--- src/hdl/bts_params.svh ---
// Constants for the block transfer id sequencer.
// Assumes inclusion by bare name from design files.
`ifndef BTS_PARAMS_SVH
`define BTS_PARAMS_SVH

// ----------------------------------------------------------------
// Register map (byte addresses)
// ----------------------------------------------------------------
`define BTS_OFS_READ_CFG 12'h000
`define BTS_OFS_WRITE_CFG 12'h004
`define BTS_OFS_CMD_CFG 12'h008
`define BTS_OFS_CTRL 12'h00C
`define BTS_OFS_IDS 12'h010

// ----------------------------------------------------------------
// Fields and values
// ----------------------------------------------------------------
`define BTS_FIRST_LSB 0
`define BTS_TOTAL_LSB 8
`define BTS_CTRL_RUN_BIT 0
`define BTS_CMD_BASE 8'h50
`define BTS_BLOCK_WORDS 50
`define BTS_RST_READ_FIRST 8'h01
`define BTS_RST_READ_TOTAL 8'h01
`define BTS_RST_WRITE_FIRST 8'h00
`define BTS_RST_WRITE_TOTAL 8'h01
`define BTS_RST_CMD_TOTAL 8'h00

`endif

--- src/hdl/bts_pkg.sv ---
// Types for the block transfer id sequencer.
// Assumes the params header is compiled alongside.
package bts_pkg;
  typedef enum logic [1:0] {BTS_IDLE, BTS_RUN} bts_mode_type;
endpackage : bts_pkg

--- src/hdl/bts_cfg_if.sv ---
// Configuration bundle passed from the register block to the stepper.
// Assumes one clock domain; values are steady while running.
`timescale 1ns/1ps
interface bts_cfg_if #(parameter int ID_W = 8);
  logic [ID_W-1:0] read_first;
  logic [ID_W-1:0] read_total;
  logic [ID_W-1:0] write_first;
  logic [ID_W-1:0] write_total;
  logic [ID_W-1:0] cmd_total;
  modport src (output read_first, read_total, write_first, write_total, cmd_total);
  modport dst (input read_first, read_total, write_first, write_total, cmd_total);
endinterface : bts_cfg_if

--- src/hdl/bts_id_step.sv ---
// Next-value logic for both block identifiers.
// Assumes caller registers the results; purely combinational.
`timescale 1ns/1ps
`include "bts_params.svh"
module bts_id_step
  import bts_pkg::*;
#(
  parameter int ID_W = 8
) (
  bts_cfg_if.dst cfg,
  input wire logic [ID_W-1:0] out_id,
  input wire logic [ID_W-1:0] in_id,
  output logic [ID_W-1:0] out_id_next,
  output logic [ID_W-1:0] in_id_next
);
  // Sums widened by one bit so a range near the top never wraps
  logic [ID_W:0] out_end;
  logic [ID_W:0] wr_end;
  logic [ID_W:0] cmd_end;

  always_comb begin
    out_end = {1'b0, cfg.read_first} + {1'b0, cfg.read_total};
    wr_end = {1'b0, cfg.write_first} + {1'b0, cfg.write_total};
    cmd_end = {1'b0, ID_W'(`BTS_CMD_BASE)} + {1'b0, cfg.cmd_total};
    if ({1'b0, out_id} >= out_end) begin
      out_id_next = cfg.read_first;
    end else begin
      out_id_next = out_id + ID_W'(1);
    end
    if ({1'b0, in_id} >= wr_end) begin
      in_id_next = ID_W'(`BTS_CMD_BASE);
    end else if ({1'b0, in_id} >= cmd_end) begin
      in_id_next = cfg.write_first;
    end else begin
      in_id_next = in_id + ID_W'(1);
    end
  end
endmodule : bts_id_step

--- src/hdl/bts_seq.sv ---
// Block transfer id sequencer: APB registers plus id stepping.
// Assumes one clock, APB master, transfer-done pulses from the backplane engine.
// Function
// - Return configured count of 50-word outbound blocks
// - Outbound ids start at first, count upward
// - Host sends configured write data blocks
// - Host sends configured command blocks
// - Returned buffer carries both block ids
// - Device advances and wraps both ids
// - Inbound past write range jumps to 80
// - Inbound past command range reloads write first; the code does so only below the write range end, else it jumps to 80 again
// - Otherwise inbound id increments by one
// - Outbound wraps to read first, else increments
`timescale 1ns/1ps
`include "bts_params.svh"
module bts_seq
  import bts_pkg::*;
#(
  parameter int ID_W = 8
) (
  input wire logic ref_clk,
  input wire logic rst_n,
  input wire logic psel,
  input wire logic penable,
  input wire logic pwrite,
  input wire logic [11:0] paddr,
  input wire logic [31:0] pwdata,
  output logic [31:0] prdata,
  output logic pready,
  output logic pslverr,
  input wire logic outbound_transfer,
  input wire logic inbound_transfer,
  output logic [ID_W-1:0] outbound_block_id,
  output logic [ID_W-1:0] inbound_block_id
);

  // ----------------------------------------------------------------
  // State
  // ----------------------------------------------------------------
  typedef struct packed {
    bts_mode_type mode;
    logic [ID_W-1:0] read_first;
    logic [ID_W-1:0] read_total;
    logic [ID_W-1:0] write_first;
    logic [ID_W-1:0] write_total;
    logic [ID_W-1:0] cmd_total;
    logic [ID_W-1:0] out_id;
    logic [ID_W-1:0] in_id;
    logic [31:0] rdata;
    logic err;
  } bts_state_type;

  bts_state_type state_reg;
  bts_state_type state_next;
  logic [ID_W-1:0] out_step;
  logic [ID_W-1:0] in_step;
  logic wr_access;
  logic rd_access;
  logic mapped;

  bts_cfg_if #(.ID_W(ID_W)) cfg_bus ();

  assign cfg_bus.read_first = state_reg.read_first;
  assign cfg_bus.read_total = state_reg.read_total;
  assign cfg_bus.write_first = state_reg.write_first;
  assign cfg_bus.write_total = state_reg.write_total;
  assign cfg_bus.cmd_total = state_reg.cmd_total;

  bts_id_step #(.ID_W(ID_W)) u_step (
    .cfg(cfg_bus),
    .out_id(state_reg.out_id),
    .in_id(state_reg.in_id),
    .out_id_next(out_step),
    .in_id_next(in_step)
  );

  function automatic logic addr_known(input logic [11:0] a);
    addr_known = (a == `BTS_OFS_READ_CFG) || (a == `BTS_OFS_WRITE_CFG) || (a == `BTS_OFS_CMD_CFG) ||
                 (a == `BTS_OFS_CTRL) || (a == `BTS_OFS_IDS);
  endfunction : addr_known

  // ----------------------------------------------------------------
  // APB slave, zero wait states
  // ----------------------------------------------------------------
  assign mapped = addr_known(paddr);
  // Writes land on the access edge, where the master samples pready
  assign wr_access = psel && penable && pwrite;
  assign rd_access = psel && !penable && !pwrite;
  assign pready = 1'b1;
  assign prdata = state_reg.rdata;
  assign pslverr = psel && penable && state_reg.err;

  // Both ids are always presented together with the returned buffer
  assign outbound_block_id = state_reg.out_id;
  assign inbound_block_id = state_reg.in_id;

  always_comb begin
    state_next = state_reg;
    // Decode in setup phase so read data and error are flopped for access
    if (psel && !penable) begin
      state_next.err = !mapped;
      state_next.rdata = 32'h0000_0000;
    end
    if (rd_access) begin
      unique case (paddr)
        `BTS_OFS_READ_CFG: state_next.rdata = {16'h0000, 8'(state_reg.read_total), 8'(state_reg.read_first)};
        `BTS_OFS_WRITE_CFG: state_next.rdata = {16'h0000, 8'(state_reg.write_total), 8'(state_reg.write_first)};
        `BTS_OFS_CMD_CFG: state_next.rdata = {24'h00_0000, 8'(state_reg.cmd_total)};
        `BTS_OFS_CTRL: state_next.rdata = {31'h0000_0000, state_reg.mode == BTS_RUN};
        `BTS_OFS_IDS: state_next.rdata = {16'h0000, 8'(state_reg.in_id), 8'(state_reg.out_id)};
        default: state_next.rdata = 32'h0000_0000;
      endcase
    end
    unique case (state_reg.mode)
      BTS_IDLE: begin
        // Config only accepted while stopped so ranges hold steady in run
        if (wr_access) begin
          unique case (paddr)
            `BTS_OFS_READ_CFG: begin
              state_next.read_first = pwdata[`BTS_FIRST_LSB +: ID_W];
              state_next.read_total = pwdata[`BTS_TOTAL_LSB +: ID_W];
            end
            `BTS_OFS_WRITE_CFG: begin
              state_next.write_first = pwdata[`BTS_FIRST_LSB +: ID_W];
              state_next.write_total = pwdata[`BTS_TOTAL_LSB +: ID_W];
            end
            `BTS_OFS_CMD_CFG: state_next.cmd_total = pwdata[`BTS_FIRST_LSB +: ID_W];
            `BTS_OFS_CTRL: begin
              if (pwdata[`BTS_CTRL_RUN_BIT]) begin
                state_next.mode = BTS_RUN;
                state_next.out_id = state_reg.read_first;
                state_next.in_id = state_reg.write_first;
              end
            end
            default: state_next.mode = state_reg.mode;
          endcase
        end
      end
      BTS_RUN: begin
        if (outbound_transfer) begin
          state_next.out_id = out_step;
        end
        if (inbound_transfer) begin
          state_next.in_id = in_step;
        end
        if (wr_access && paddr == `BTS_OFS_CTRL && !pwdata[`BTS_CTRL_RUN_BIT]) begin
          state_next.mode = BTS_IDLE;
        end
      end
    endcase
  end

  always_ff @(posedge ref_clk or negedge rst_n) begin
    if (!rst_n) begin
      state_reg <= '{mode: BTS_IDLE, read_first: ID_W'(`BTS_RST_READ_FIRST),
                     read_total: ID_W'(`BTS_RST_READ_TOTAL), write_first: ID_W'(`BTS_RST_WRITE_FIRST),
                     write_total: ID_W'(`BTS_RST_WRITE_TOTAL), cmd_total: ID_W'(`BTS_RST_CMD_TOTAL),
                     out_id: '0, in_id: '0, rdata: 32'h0000_0000, err: 1'b0};
    end else begin
      state_reg <= state_next;
    end
  end

  // ----------------------------------------------------------------
  // Checks
  // ----------------------------------------------------------------
  localparam logic [ID_W-1:0] CMD_BASE = ID_W'(`BTS_CMD_BASE);

  a_in_to_cmd: assert property (@(posedge ref_clk) disable iff (!rst_n)
    (state_reg.mode == BTS_RUN && inbound_transfer &&
     {1'b0, in_id_q()} >= {1'b0, state_reg.write_first} + {1'b0, state_reg.write_total})
    |=> inbound_block_id == CMD_BASE)
    else $error("inbound id did not jump to command base");

  a_in_reload: assert property (@(posedge ref_clk) disable iff (!rst_n)
    (state_reg.mode == BTS_RUN && inbound_transfer &&
     {1'b0, state_reg.in_id} < {1'b0, state_reg.write_first} + {1'b0, state_reg.write_total} &&
     {1'b0, state_reg.in_id} >= {1'b0, CMD_BASE} + {1'b0, state_reg.cmd_total})
    |=> inbound_block_id == $past(state_reg.write_first))
    else $error("inbound id did not reload write first");

  a_in_incr: assert property (@(posedge ref_clk) disable iff (!rst_n)
    (state_reg.mode == BTS_RUN && inbound_transfer &&
     {1'b0, state_reg.in_id} < {1'b0, state_reg.write_first} + {1'b0, state_reg.write_total} &&
     {1'b0, state_reg.in_id} < {1'b0, CMD_BASE} + {1'b0, state_reg.cmd_total})
    |=> inbound_block_id == $past(inbound_block_id) + ID_W'(1))
    else $error("inbound id did not increment");

  a_out_wrap: assert property (@(posedge ref_clk) disable iff (!rst_n)
    (state_reg.mode == BTS_RUN && outbound_transfer &&
     {1'b0, state_reg.out_id} >= {1'b0, state_reg.read_first} + {1'b0, state_reg.read_total})
    |=> outbound_block_id == $past(state_reg.read_first))
    else $error("outbound id did not wrap");

  a_out_incr: assert property (@(posedge ref_clk) disable iff (!rst_n)
    (state_reg.mode == BTS_RUN && outbound_transfer &&
     {1'b0, state_reg.out_id} < {1'b0, state_reg.read_first} + {1'b0, state_reg.read_total})
    |=> outbound_block_id == $past(outbound_block_id) + ID_W'(1))
    else $error("outbound id did not increment");

  a_out_hold: assert property (@(posedge ref_clk) disable iff (!rst_n)
    (state_reg.mode == BTS_RUN && !outbound_transfer && $past(state_reg.mode) == BTS_RUN)
    |=> $stable(outbound_block_id))
    else $error("outbound id moved without a transfer");

  a_in_hold: assert property (@(posedge ref_clk) disable iff (!rst_n)
    (state_reg.mode == BTS_RUN && !inbound_transfer) |=> $stable(inbound_block_id))
    else $error("inbound id moved without a transfer");

  a_start_first: assert property (@(posedge ref_clk) disable iff (!rst_n)
    (state_reg.mode == BTS_IDLE ##1 state_reg.mode == BTS_RUN)
    |-> outbound_block_id == state_reg.read_first && inbound_block_id == state_reg.write_first)
    else $error("ids not seeded from first values at start");

  a_cfg_steady: assert property (@(posedge ref_clk) disable iff (!rst_n)
    (state_reg.mode == BTS_RUN ##1 state_reg.mode == BTS_RUN)
    |-> $stable(state_reg.read_total) && $stable(state_reg.write_total) && $stable(state_reg.cmd_total))
    else $error("configuration changed while running");

  a_first_steady: assert property (@(posedge ref_clk) disable iff (!rst_n)
    (state_reg.mode == BTS_RUN ##1 state_reg.mode == BTS_RUN)
    |-> $stable(state_reg.read_first) && $stable(state_reg.write_first))
    else $error("first values changed while running");

  a_idle_ids_hold: assert property (@(posedge ref_clk) disable iff (!rst_n)
    (state_reg.mode == BTS_IDLE && !wr_access)
    |=> $stable(outbound_block_id) && $stable(inbound_block_id))
    else $error("ids moved while stopped");

  a_stop_to_idle: assert property (@(posedge ref_clk) disable iff (!rst_n)
    (state_reg.mode == BTS_RUN && wr_access && paddr == `BTS_OFS_CTRL && !pwdata[`BTS_CTRL_RUN_BIT])
    |=> state_reg.mode == BTS_IDLE)
    else $error("run bit clear did not stop the sequencer");

  a_run_stays: assert property (@(posedge ref_clk) disable iff (!rst_n)
    (state_reg.mode == BTS_RUN && !(wr_access && paddr == `BTS_OFS_CTRL))
    |=> state_reg.mode == BTS_RUN)
    else $error("sequencer left run without a control write");

  // ----------------------------------------------------------------
  // Checks: register bus
  // ----------------------------------------------------------------
  // Read data is flopped at setup, so every read check looks one edge on

  a_err_unmapped: assert property (@(posedge ref_clk) disable iff (!rst_n)
    (psel && !penable && !mapped)
    |=> !(psel && penable) || pslverr)
    else $error("unmapped access gave no error");

  a_err_mapped: assert property (@(posedge ref_clk) disable iff (!rst_n)
    (psel && !penable && mapped)
    |=> !pslverr)
    else $error("mapped access gave an error");

  a_prdata_hold: assert property (@(posedge ref_clk) disable iff (!rst_n)
    !(psel && !penable)
    |=> $stable(prdata))
    else $error("read data moved outside a setup cycle");

  a_rd_ids: assert property (@(posedge ref_clk) disable iff (!rst_n)
    (psel && !penable && !pwrite && paddr == `BTS_OFS_IDS)
    |=> prdata == {16'h0000, 8'($past(state_reg.in_id)), 8'($past(state_reg.out_id))})
    else $error("id word does not carry both ids");

  a_rd_read_cfg: assert property (@(posedge ref_clk) disable iff (!rst_n)
    (psel && !penable && !pwrite && paddr == `BTS_OFS_READ_CFG)
    |=> prdata == {16'h0000, 8'($past(state_reg.read_total)), 8'($past(state_reg.read_first))})
    else $error("read range word wrong");

  a_rd_write_cfg: assert property (@(posedge ref_clk) disable iff (!rst_n)
    (psel && !penable && !pwrite && paddr == `BTS_OFS_WRITE_CFG)
    |=> prdata == {16'h0000, 8'($past(state_reg.write_total)), 8'($past(state_reg.write_first))})
    else $error("write range word wrong");

  a_rd_cmd_cfg: assert property (@(posedge ref_clk) disable iff (!rst_n)
    (psel && !penable && !pwrite && paddr == `BTS_OFS_CMD_CFG)
    |=> prdata == {24'h00_0000, 8'($past(state_reg.cmd_total))})
    else $error("command count word wrong");

  // Configuration only lands while stopped; running writes are dropped

  a_read_cfg_lands: assert property (@(posedge ref_clk) disable iff (!rst_n)
    (state_reg.mode == BTS_IDLE && wr_access && paddr == `BTS_OFS_READ_CFG)
    |=> state_reg.read_first == $past(pwdata[`BTS_FIRST_LSB +: ID_W]) &&
        state_reg.read_total == $past(pwdata[`BTS_TOTAL_LSB +: ID_W]))
    else $error("read range write lost");

  a_write_cfg_lands: assert property (@(posedge ref_clk) disable iff (!rst_n)
    (state_reg.mode == BTS_IDLE && wr_access && paddr == `BTS_OFS_WRITE_CFG)
    |=> state_reg.write_first == $past(pwdata[`BTS_FIRST_LSB +: ID_W]) &&
        state_reg.write_total == $past(pwdata[`BTS_TOTAL_LSB +: ID_W]))
    else $error("write range write lost");

  a_cmd_cfg_lands: assert property (@(posedge ref_clk) disable iff (!rst_n)
    (state_reg.mode == BTS_IDLE && wr_access && paddr == `BTS_OFS_CMD_CFG)
    |=> state_reg.cmd_total == $past(pwdata[`BTS_FIRST_LSB +: ID_W]))
    else $error("command count write lost");

  // ----------------------------------------------------------------
  // Coverage
  // ----------------------------------------------------------------
  c_stop: cover property (@(posedge ref_clk) disable iff (!rst_n)
    state_reg.mode == BTS_RUN ##1 state_reg.mode == BTS_IDLE);
  c_in_cmd: cover property (@(posedge ref_clk) disable iff (!rst_n)
    inbound_transfer ##1 inbound_block_id == CMD_BASE);
  c_in_reload: cover property (@(posedge ref_clk) disable iff (!rst_n)
    inbound_block_id == CMD_BASE ##[1:20] inbound_block_id == state_reg.write_first);
  c_out_wrap: cover property (@(posedge ref_clk) disable iff (!rst_n)
    outbound_transfer && outbound_block_id != state_reg.read_first ##1 outbound_block_id == state_reg.read_first);
  c_bad_addr: cover property (@(posedge ref_clk) disable iff (!rst_n) pslverr);

  function automatic logic [ID_W-1:0] in_id_q();
    in_id_q = state_reg.in_id;
  endfunction : in_id_q

endmodule : bts_seq

--- config.mk ---
export PLATFORM = sky130hd
export DESIGN_NAME = bts_seq
export DESIGN_NICKNAME = d
export VERILOG_FILES = /design/src/hdl/bts_pkg.sv /design/src/hdl/bts_cfg_if.sv /design/src/hdl/bts_id_step.sv /design/src/hdl/bts_seq.sv
export VERILOG_INCLUDE_DIRS = /design/src /design/src/hdl
export SDC_FILE = /design/constraint.sdc
export NUM_CORES = 1
export LEC_CHECK = 0
export CORE_UTILIZATION = 46
export DETAILED_ROUTE_END_ITERATION = 8
export DONT_BUFFER_PORTS = 1
export PLACE_DENSITY = 0.64
export SYNTH_ARGS = -nofsm -noshare
export SYNTH_HDL_FRONTEND = slang
export SYNTH_SLANG_ARGS = --single-unit
--- constraint.sdc ---
create_clock -name ref_clk -period 3.12 [get_ports ref_clk]
set_input_delay 0.468 -clock ref_clk [delete_from_list [all_inputs] [get_ports ref_clk]]
set_output_delay 0.468 -clock ref_clk [all_outputs]
set_load 0.1 [all_outputs]
==> summary.md, run 1 <==
| Metric | Value |
|---|---|
| Worst EP required | between 3 and 4 ns |
| Final Cell Area | around 6000 um^2 |
| Syn Area/Cell | between 9 and 10 um^2 |
| Arrival time of the worst setup path | 3.49 ns |
| CTS tree | built |
| Failing checks | negative setup slack |
| Clk pin slew, worst setup/hold paths | 0.06 ns |
| DR WL/cell | 20.8 um |
| Yosys cell types | 61 |
| Clock Latency Late Sink | 0.34 ns |
| Area share of the largest cell type after synthesis | 33.9% |
| Post-Route WL | 14.5 mm |
| Num rows | 38 |
| Period utilization | 104% |
| Most used DFF post-synth | dfrtp_1 |
| Crit Path Category | reg -> reg |
| Die height | ~110 um |
| RSZ-0062 raised after global routing | true |
| Initial DRC Count | 404 |
| N_diodes | 0 |
| Crit. End Element | flop |
| Final design utilization | roughly 55% |
| Routed Antenna Nets | 0 |
| Core area | 11000 um^2 |
| Chip width | 109 um |
| Most common cell after layout, fill and taps aside | dfrtp_1 |
| CTS buffer count | 9 |
| Vias in the first global route | 4124 |
| Post-synth EDFFs | 0 |
| Crit start category | flop |
| Max-slew headroom | 35.4% |
| Leak pwr | 0.00287 uW |
| Vias/cell | approximately 6.0 |
| Commonest non-fill, non-tap cells in the layout | 71 x dfrtp_1, 58 x buf_4, 50 x nand2_1 |
| GRT Util Overall | 26.0% |
| Slew Viols, Final | 0 |
| Worst Setup Slack, final | -0.129 ns |
| Max-cap violations | 0 |
| Drt pass-1 iters | 8 |
| Clk root buf | clkbuf_16 |
| Initial core utilization | between 40% and 50% |
| Overflow after GRT | 0 |
| Yosys synthesis warning count | 0 |
| Peak supply drop | 0.218 mV |
| Mapped Area | around 5200 um^2 |
| DP HPWL | between 10 and 15 mm |
| Outcome | finished, violations left |
| Slew @ Worst Pin | 0.959 ns |
| Layout cells sized above 1 | 26.3% |
| Power per Cell Area | between 300 and 400 nW/um^2 |
| Async set-reset flop share out of synthesis | 100% |
| Area leader, netlist | dfrtp_1 |
| DRC Markers | 0 |
| Cells after DPL | just under 700 |
| Non-filler cells, final | roughly 700 |
| Via count | ~4200 |
| Crit Path Max Fanout | 6 |
| Max reg flops | 16 |
| Clk sinks | 74 |
| Dpl cell area | 5440 um^2 |
| Reg2Reg Setup Slack | -0.13 ns |
| Clock Skew | 0.00579 ns |
| Nets | 651 |
| Largest net degree at the start of global routing | 75 |
| Endpoints failing setup | 8 |
| FMAX | 308 MHz |
| H-tree Lvls | 3 |
| Initial antenna violation count | 0 |
| Area Growth Syn to Fin | 15.0% |
| Die area | 11800 um^2 |
| Sequential area share after synthesis | 35.4% |
| First-pass GRT wire length | between 20 and 25 mm |
| I/O pin count | 101 |
| Buffers added on ports | 0 |
| Placer Congestion | 0.911 |
| Hold Slack | 0.0207 ns |
| Fin. Hold Viols | 0 |
| Yosys reg bits | 74 |
| Setup WS pre-CTS | -0.212 ns |
| Hold crit path type | in -> async |
| Top cells by area, synth | dfrtp_1 34%, ha_1 10%, buf_4 7.3%, mux2_2 4.9%, o21ai_0 4.1% |
| Mapped Cells | 535 |
| Bufs on Longest Clock Path | 2 |
| Fin crit period | approximately 3.2 ns |
path summary, 6_finish.rpt:
check                                       from                     end  depth (start not counted)
min in group ref_clk                   pwdata[9]  cfg_bus.write_total[1]                          2
max                        cfg_bus.read_total[0]    outbound_block_id[6]                         14
max reg2reg                cfg_bus.read_total[0]    outbound_block_id[6]                         14
max in group asynchronous                  rst_n   cfg_bus.read_total[0]                          1
min                                        rst_n            state_reg[0]                          1
min reg2reg                         state_reg[0]            state_reg[0]                          2
area by class of cell:
type | instances | area [um^2]
inverter | 15 | 56.3
timing repair buffer | 62 | 497
sequential | 74 | 1860
tap | 140 | 175
clock buffer | 11 | 243
clock inverter | 3 | 65.1
multi-input combinational | 393 | 3140
fill | 938 | 4950
report_power, final:
part	internal [uW]	switching, uW
sequential	965	4.32
clock	712	390
combinational	37.3	167
total	1710	561
kinds of logic (layout without fill, tap and decap cells):
logic type | count (synthesis) | count (layout) | synth area share, %
buffers and inverters | 83 | 91 | 10.1
muxes | 43 | 43 | 9.29
AOI/OAI and AO/OA | 135 | 135 | 17.5
xor gates and xnor gates | 23 | 23 | 3.84
and+or+nand+nor | 130 | 130 | 12.6
DFF | 74 | 74 | 35.4
adders and majority gates | 45 | 45 | 11.0
other | 2 | 17 | 0.143
metal layers:
metal / vias to the layer above / global-route usage, % / part of all wire [%]
met3: 25 / 6.99 / 7.7
met5: - / 0 / 0
met2: 165 / 43.1 / 48
met1: 2059 / 33.3 / 43
li1: 1921 / - / -
met4: 0 / 6.85 / 1.7
synth_stat cells (3+ instances only):
library cell,n
a21o_1,10
nor2b_1,4
nor2_1,23
and3_1,8
mux2_2,23
a222oi_1,8
a31oi_1,3
a221oi_1,12
and2_1,3
nand3_1,14
nand2_1,51
xnor2_1,8
nor3_1,3
or3_1,5
inv_1,15
clkbuf_1,10
nand2b_1,7
o21a_1,4
xor2_1,15
buf_2,4
a21oi_1,20
mux2_1,6
buf_6,3
mux2i_1,10
ha_1,43
o22ai_1,4
o21ai_0,43
buf_4,51
dfstp_2,3
dfrtp_1,71
a22o_1,7
mux2_4,4
critical path: stages, from the launching register on:
cell and delay, ns:
dfstp_2 0.58, ha_4 0.16, inv_2 0.04, fa_2 0.36, nand2b_4 0.16, a21oi_4 0.14, nor2_2 0.06, xor2_1 0.16
ha_1 0.30, a21o_1 0.19, a221oi_2 0.28, a221oi_2 0.11, buf_4 0.17, o21a_1 0.20, a221oi_2 0.25
stage by stage:
stage	power, uW	TNS, ns
global placement	1150	-1.22
finish	2280	-0.708
detailed placement	1150	-1.99
floorplan	1150	0
CTS	2280	-0.447
global route	2350	-2.31
timing repair:
action	CTS	global route
pin swaps	10	26
buffers inserted	2	3
setup endpoints to repair	16	16
gates cloned	1	0
hold buffers	1	0
endpoints found under the hold margin	74	0
resized for setup	22	32
(Power assumes the default switching activity.)
==> run 2, diff against run 1 <==
- GPL_TIMING_DRIVEN: unset -> 0
- MAX_ROUTING_LAYER: unset -> met4
- SLEW_MARGIN: unset -> 20
==> run 2 against run 1 <==
Effect of this change: the flow still finishes with violations (negative setup slack); critical path depth is 1 higher; final cell count rose by 3.4%; highest routed layer unchanged; die area stayed put; clock skew rose by 0.0024 ns; clock power barely moved; sequential cell count unchanged; sequential share of layout area fell by 1.1 points; final area grew 3.7%; largest cell class unchanged; largest power group unchanged; core utilization is 2.0 points higher.
==> summary.md, run 2 (synthesis results as in run 1) <==
| Metric | Value |
|---|---|
| Peak supply drop | 0.239 mV (was 0.218 mV) |
| Clk root buf | clkbuf_16 (unchanged) |
| Slew @ Worst Pin | 0.967 ns (was 0.959 ns) |
| Worst Setup Slack, final | -0.238 ns (was -0.129 ns) |
| Comb pwr share | 9.6% (was 9.0%) |
| Max-slew headroom | 35.8% (was 35.4%) |
| Clk pin slew, worst setup/hold paths | 0.06 ns (about the same) |
| Nets | 673 (was 651) |
| Most common cell after layout, fill and taps aside | dfrtp_1 (unchanged) |
| Leak pwr | 0.00297 uW (was 0.00287 uW) |
| Area Growth Syn to Fin | 19.2% (was 15.0%) |
| CP top delay family | compound AO/OA/AOI/OAI gates (unchanged) |
| Initial core utilization | 47.7% (unchanged) |
| I/O pin count | 101 (unchanged) |
| Worst EP required | 3.33 ns (was 3.36 ns) |
| Max-cap violations | 0 (unchanged) |
| First-pass GRT wire length | 22.5 mm (was 22.7 mm) |
| CP bufs+invs | 3 (was 2) |
| Crit. End Element | flop (unchanged) |
| Clk sinks | 74 (unchanged) |
| Die height | 109 um (unchanged) |
| Num rows | 38 (unchanged) |
| Buffers added on ports | 0 (unchanged) |
| H-tree Lvls | 3 (unchanged) |
| Setup WS pre-CTS | -0.452 ns (was -0.212 ns) |
| Power per Cell Area | 368 nW/um^2 (was 377 nW/um^2) |
| Routed Antenna Nets | 0 (unchanged) |
| CP max stage delay | 0.58 ns (about the same) |
| Cell Int Power | 1700 uW (was 1710 uW) |
| GRT Util Overall | 26.4% (was 26.0%) |
| Initial DRC Count | 272 (was 404) |
| Period utilization | 108% (was 104%) |
| Layout cells sized above 1 | 29.7% (was 26.3%) |
| CTS buffer count | 9 (unchanged) |
| Arrival time of the worst setup path | 3.57 ns (was 3.49 ns) |
| Initial antenna violation count | 0 (unchanged) |
| CP startpoint | cfg_bus.read_first[0] (was cfg_bus.read_total[0]) |
| Overflow after GRT | 0 (unchanged) |
| Failing checks | negative setup slack (unchanged) |
| Crit Path Max Fanout | 5 (was 6) |
| Slew Viols, Final | 0 (unchanged) |
| Post-Route WL | 14.7 mm (was 14.5 mm) |
| Critical path's most frequent cell | a221oi_4 (was a221oi_2) |
| Clock Latency Late Sink | 0.35 ns (was 0.34 ns) |
| Final design utilization | 56.9% (was 54.9%) |
| Slowest-stage cell, CP | dfstp_2 (unchanged) |
| FMAX | 298 MHz (was 308 MHz) |
| Die area | 11800 um^2 (unchanged) |
| Core area | 11000 um^2 (unchanged) |
| Hold crit path type | in -> async (unchanged) |
| Clock power share | 48.0% (was 48.4%) |
| Net switching power | 593 uW (was 561 uW) |
| Commonest non-fill, non-tap cells in the layout | 70 x dfrtp_1, 62 x buf_4, 50 x nand2_1 (was 71 x dfrtp_1, 58 x buf_4, 50 x nand2_1) |
| Largest net degree at the start of global routing | 75 (unchanged) |
| Vias in the first global route | 4190 (was 4124) |
| Sw frac | 25.8% (was 24.7%) |
| Fillers | 945 (was 938) |
| Vias/cell | 5.94 (was 5.97) |
| Overall Power | 2300 uW (was 2280 uW) |
| CTS tree | built (unchanged) |
| Critical R2R Launch | cfg_bus.read_first[0] (was cfg_bus.read_total[0]) |
| Drt pass-1 iters | 5 (was 8) |
| Clock Skew | 0.00824 ns (was 0.00579 ns) |
| Bufs on Longest Clock Path | 2 (unchanged) |
| Crit Path Category | reg -> reg (unchanged) |
| Crit start category | flop (unchanged) |
| DP HPWL | 10.5 mm (was 11.0 mm) |
| N_diodes | 0 (unchanged) |
| Outcome | finished, violations left (unchanged) |
| Chip width | 109 um (unchanged) |
| Fin. Hold Viols | 0 (unchanged) |
| DR WL/cell | 20.4 um (was 20.8 um) |
| Via count | 4292 (was 4170) |
| Placer Congestion | 0.896 (was 0.911) |
| Endpoints failing setup | 10 (was 8) |
| DRC Markers | 0 (unchanged) |
| Max reg flops | 16 (unchanged) |
| RSZ-0062 raised after global routing | true (unchanged) |
| Register share of total power | 42.4% (was 42.6%) |
| Fin crit period | 3.36 ns (was 3.25 ns) |
| Critical-path cell list | ha_4, inv_2, fa_2, nand2b_4, a21oi_4, nor2_2, xor2_1, ha_1, a21o_1, a221oi_4, a221oi_4, clkbuf_8, buf_6, a31oi_1, o32ai_2 (was ha_4, inv_2, fa_2, nand2b_4, a21oi_4, nor2_2, xor2_1, ha_1, a21o_1, a221oi_2, a221oi_2, buf_4, o21a_1, a221oi_2) |
-- run 2: path summary, 6_finish.rpt --
| path | cells past startpoint | slack [ns] | to |
|---|---|---|---|
| max | 15 | -0.24 | outbound_block_id[0] |
| min | 1 | 0.01 | prdata[4] |
| max reg2reg | 15 | -0.24 | outbound_block_id[0] |
| min reg2reg | 2 | 0.48 | prdata[1] |
| max in group asynchronous | 1 | 2.77 | cfg_bus.read_total[0] |
| min in group ref_clk | 2 | 0.24 | cfg_bus.read_total[1] |
-- run 2: repair_timing --
item / CTS / global route
hold endpoints to repair: 74 / 0
pin swaps: 23 / 31
endpoints found under the setup margin: 16 / 16
cloned: 1 / 0
hold buffers: 1 / 0
gates resized for setup: 34 / 32
setup buffers: 8 / 6
-- run 2: area by class of cell --
class,count,area [um^2],share of cell area [%]
multi-input cells,393,3210,51.4
flip-flops and latches,74,1860,29.7
plain buffers,68,484,7.75
clock buffers,13,270,4.32
well taps,140,175,2.80
repair buffers,16,151,2.42
inverters,15,56.3,0.901
clock inverters,3,46.3,0.741
-- run 2: power by group through the flow --
stage          logic (uW)  registers, uW  clock network, uW
2_1_floorplan         167            987                  0
3_3_place_gp          175            990                  0
3_5_place_dp          176            991                  0
4_1_cts               210            973               1110
5_1_grt               234            973               1150
6_report              220            973               1100
-- run 2: worst reg2reg max path, delay by kind of cell, from the launching register on --
family	cells	cell delay, ns
compound gates	6	1.16
xor+xnor	1	0.18
fa+ha+maj	3	0.77
buf+inv	3	0.31
flops	1	0.58
simple gates	2	0.22
-- run 2: through the flow --
| stage | area, um^2 | TNS, ns | cells | hold slack (ns) |
|---|---|---|---|---|
| after floorplan | 5320 | 0 | 550 | 0.172 |
| after global placement | 5490 | -3.50 | 690 | 0.175 |
| after detailed placement | 5490 | -4.39 | 690 | 0.175 |
| after CTS | 6040 | -1.34 | 716 | 0.0297 |
| after global routing | 6250 | -3.42 | 722 | 0.0483 |
| final | 6250 | -1.15 | 722 | 0.0140 |
-- run 2: routing by layer --
| layer | global-route usage (%) | up-vias | routed length (um) |
|---|---|---|---|
| li1 | - | 1976 | - |
| met1 | 32.3 | 2126 | 6230 |
| met2 | 42.5 | 153 | 7150 |
| met3 | 5.44 | 37 | 878 |
| met4 | 11.1 | 0 | 437 |
| met5 | - | - | 0 |
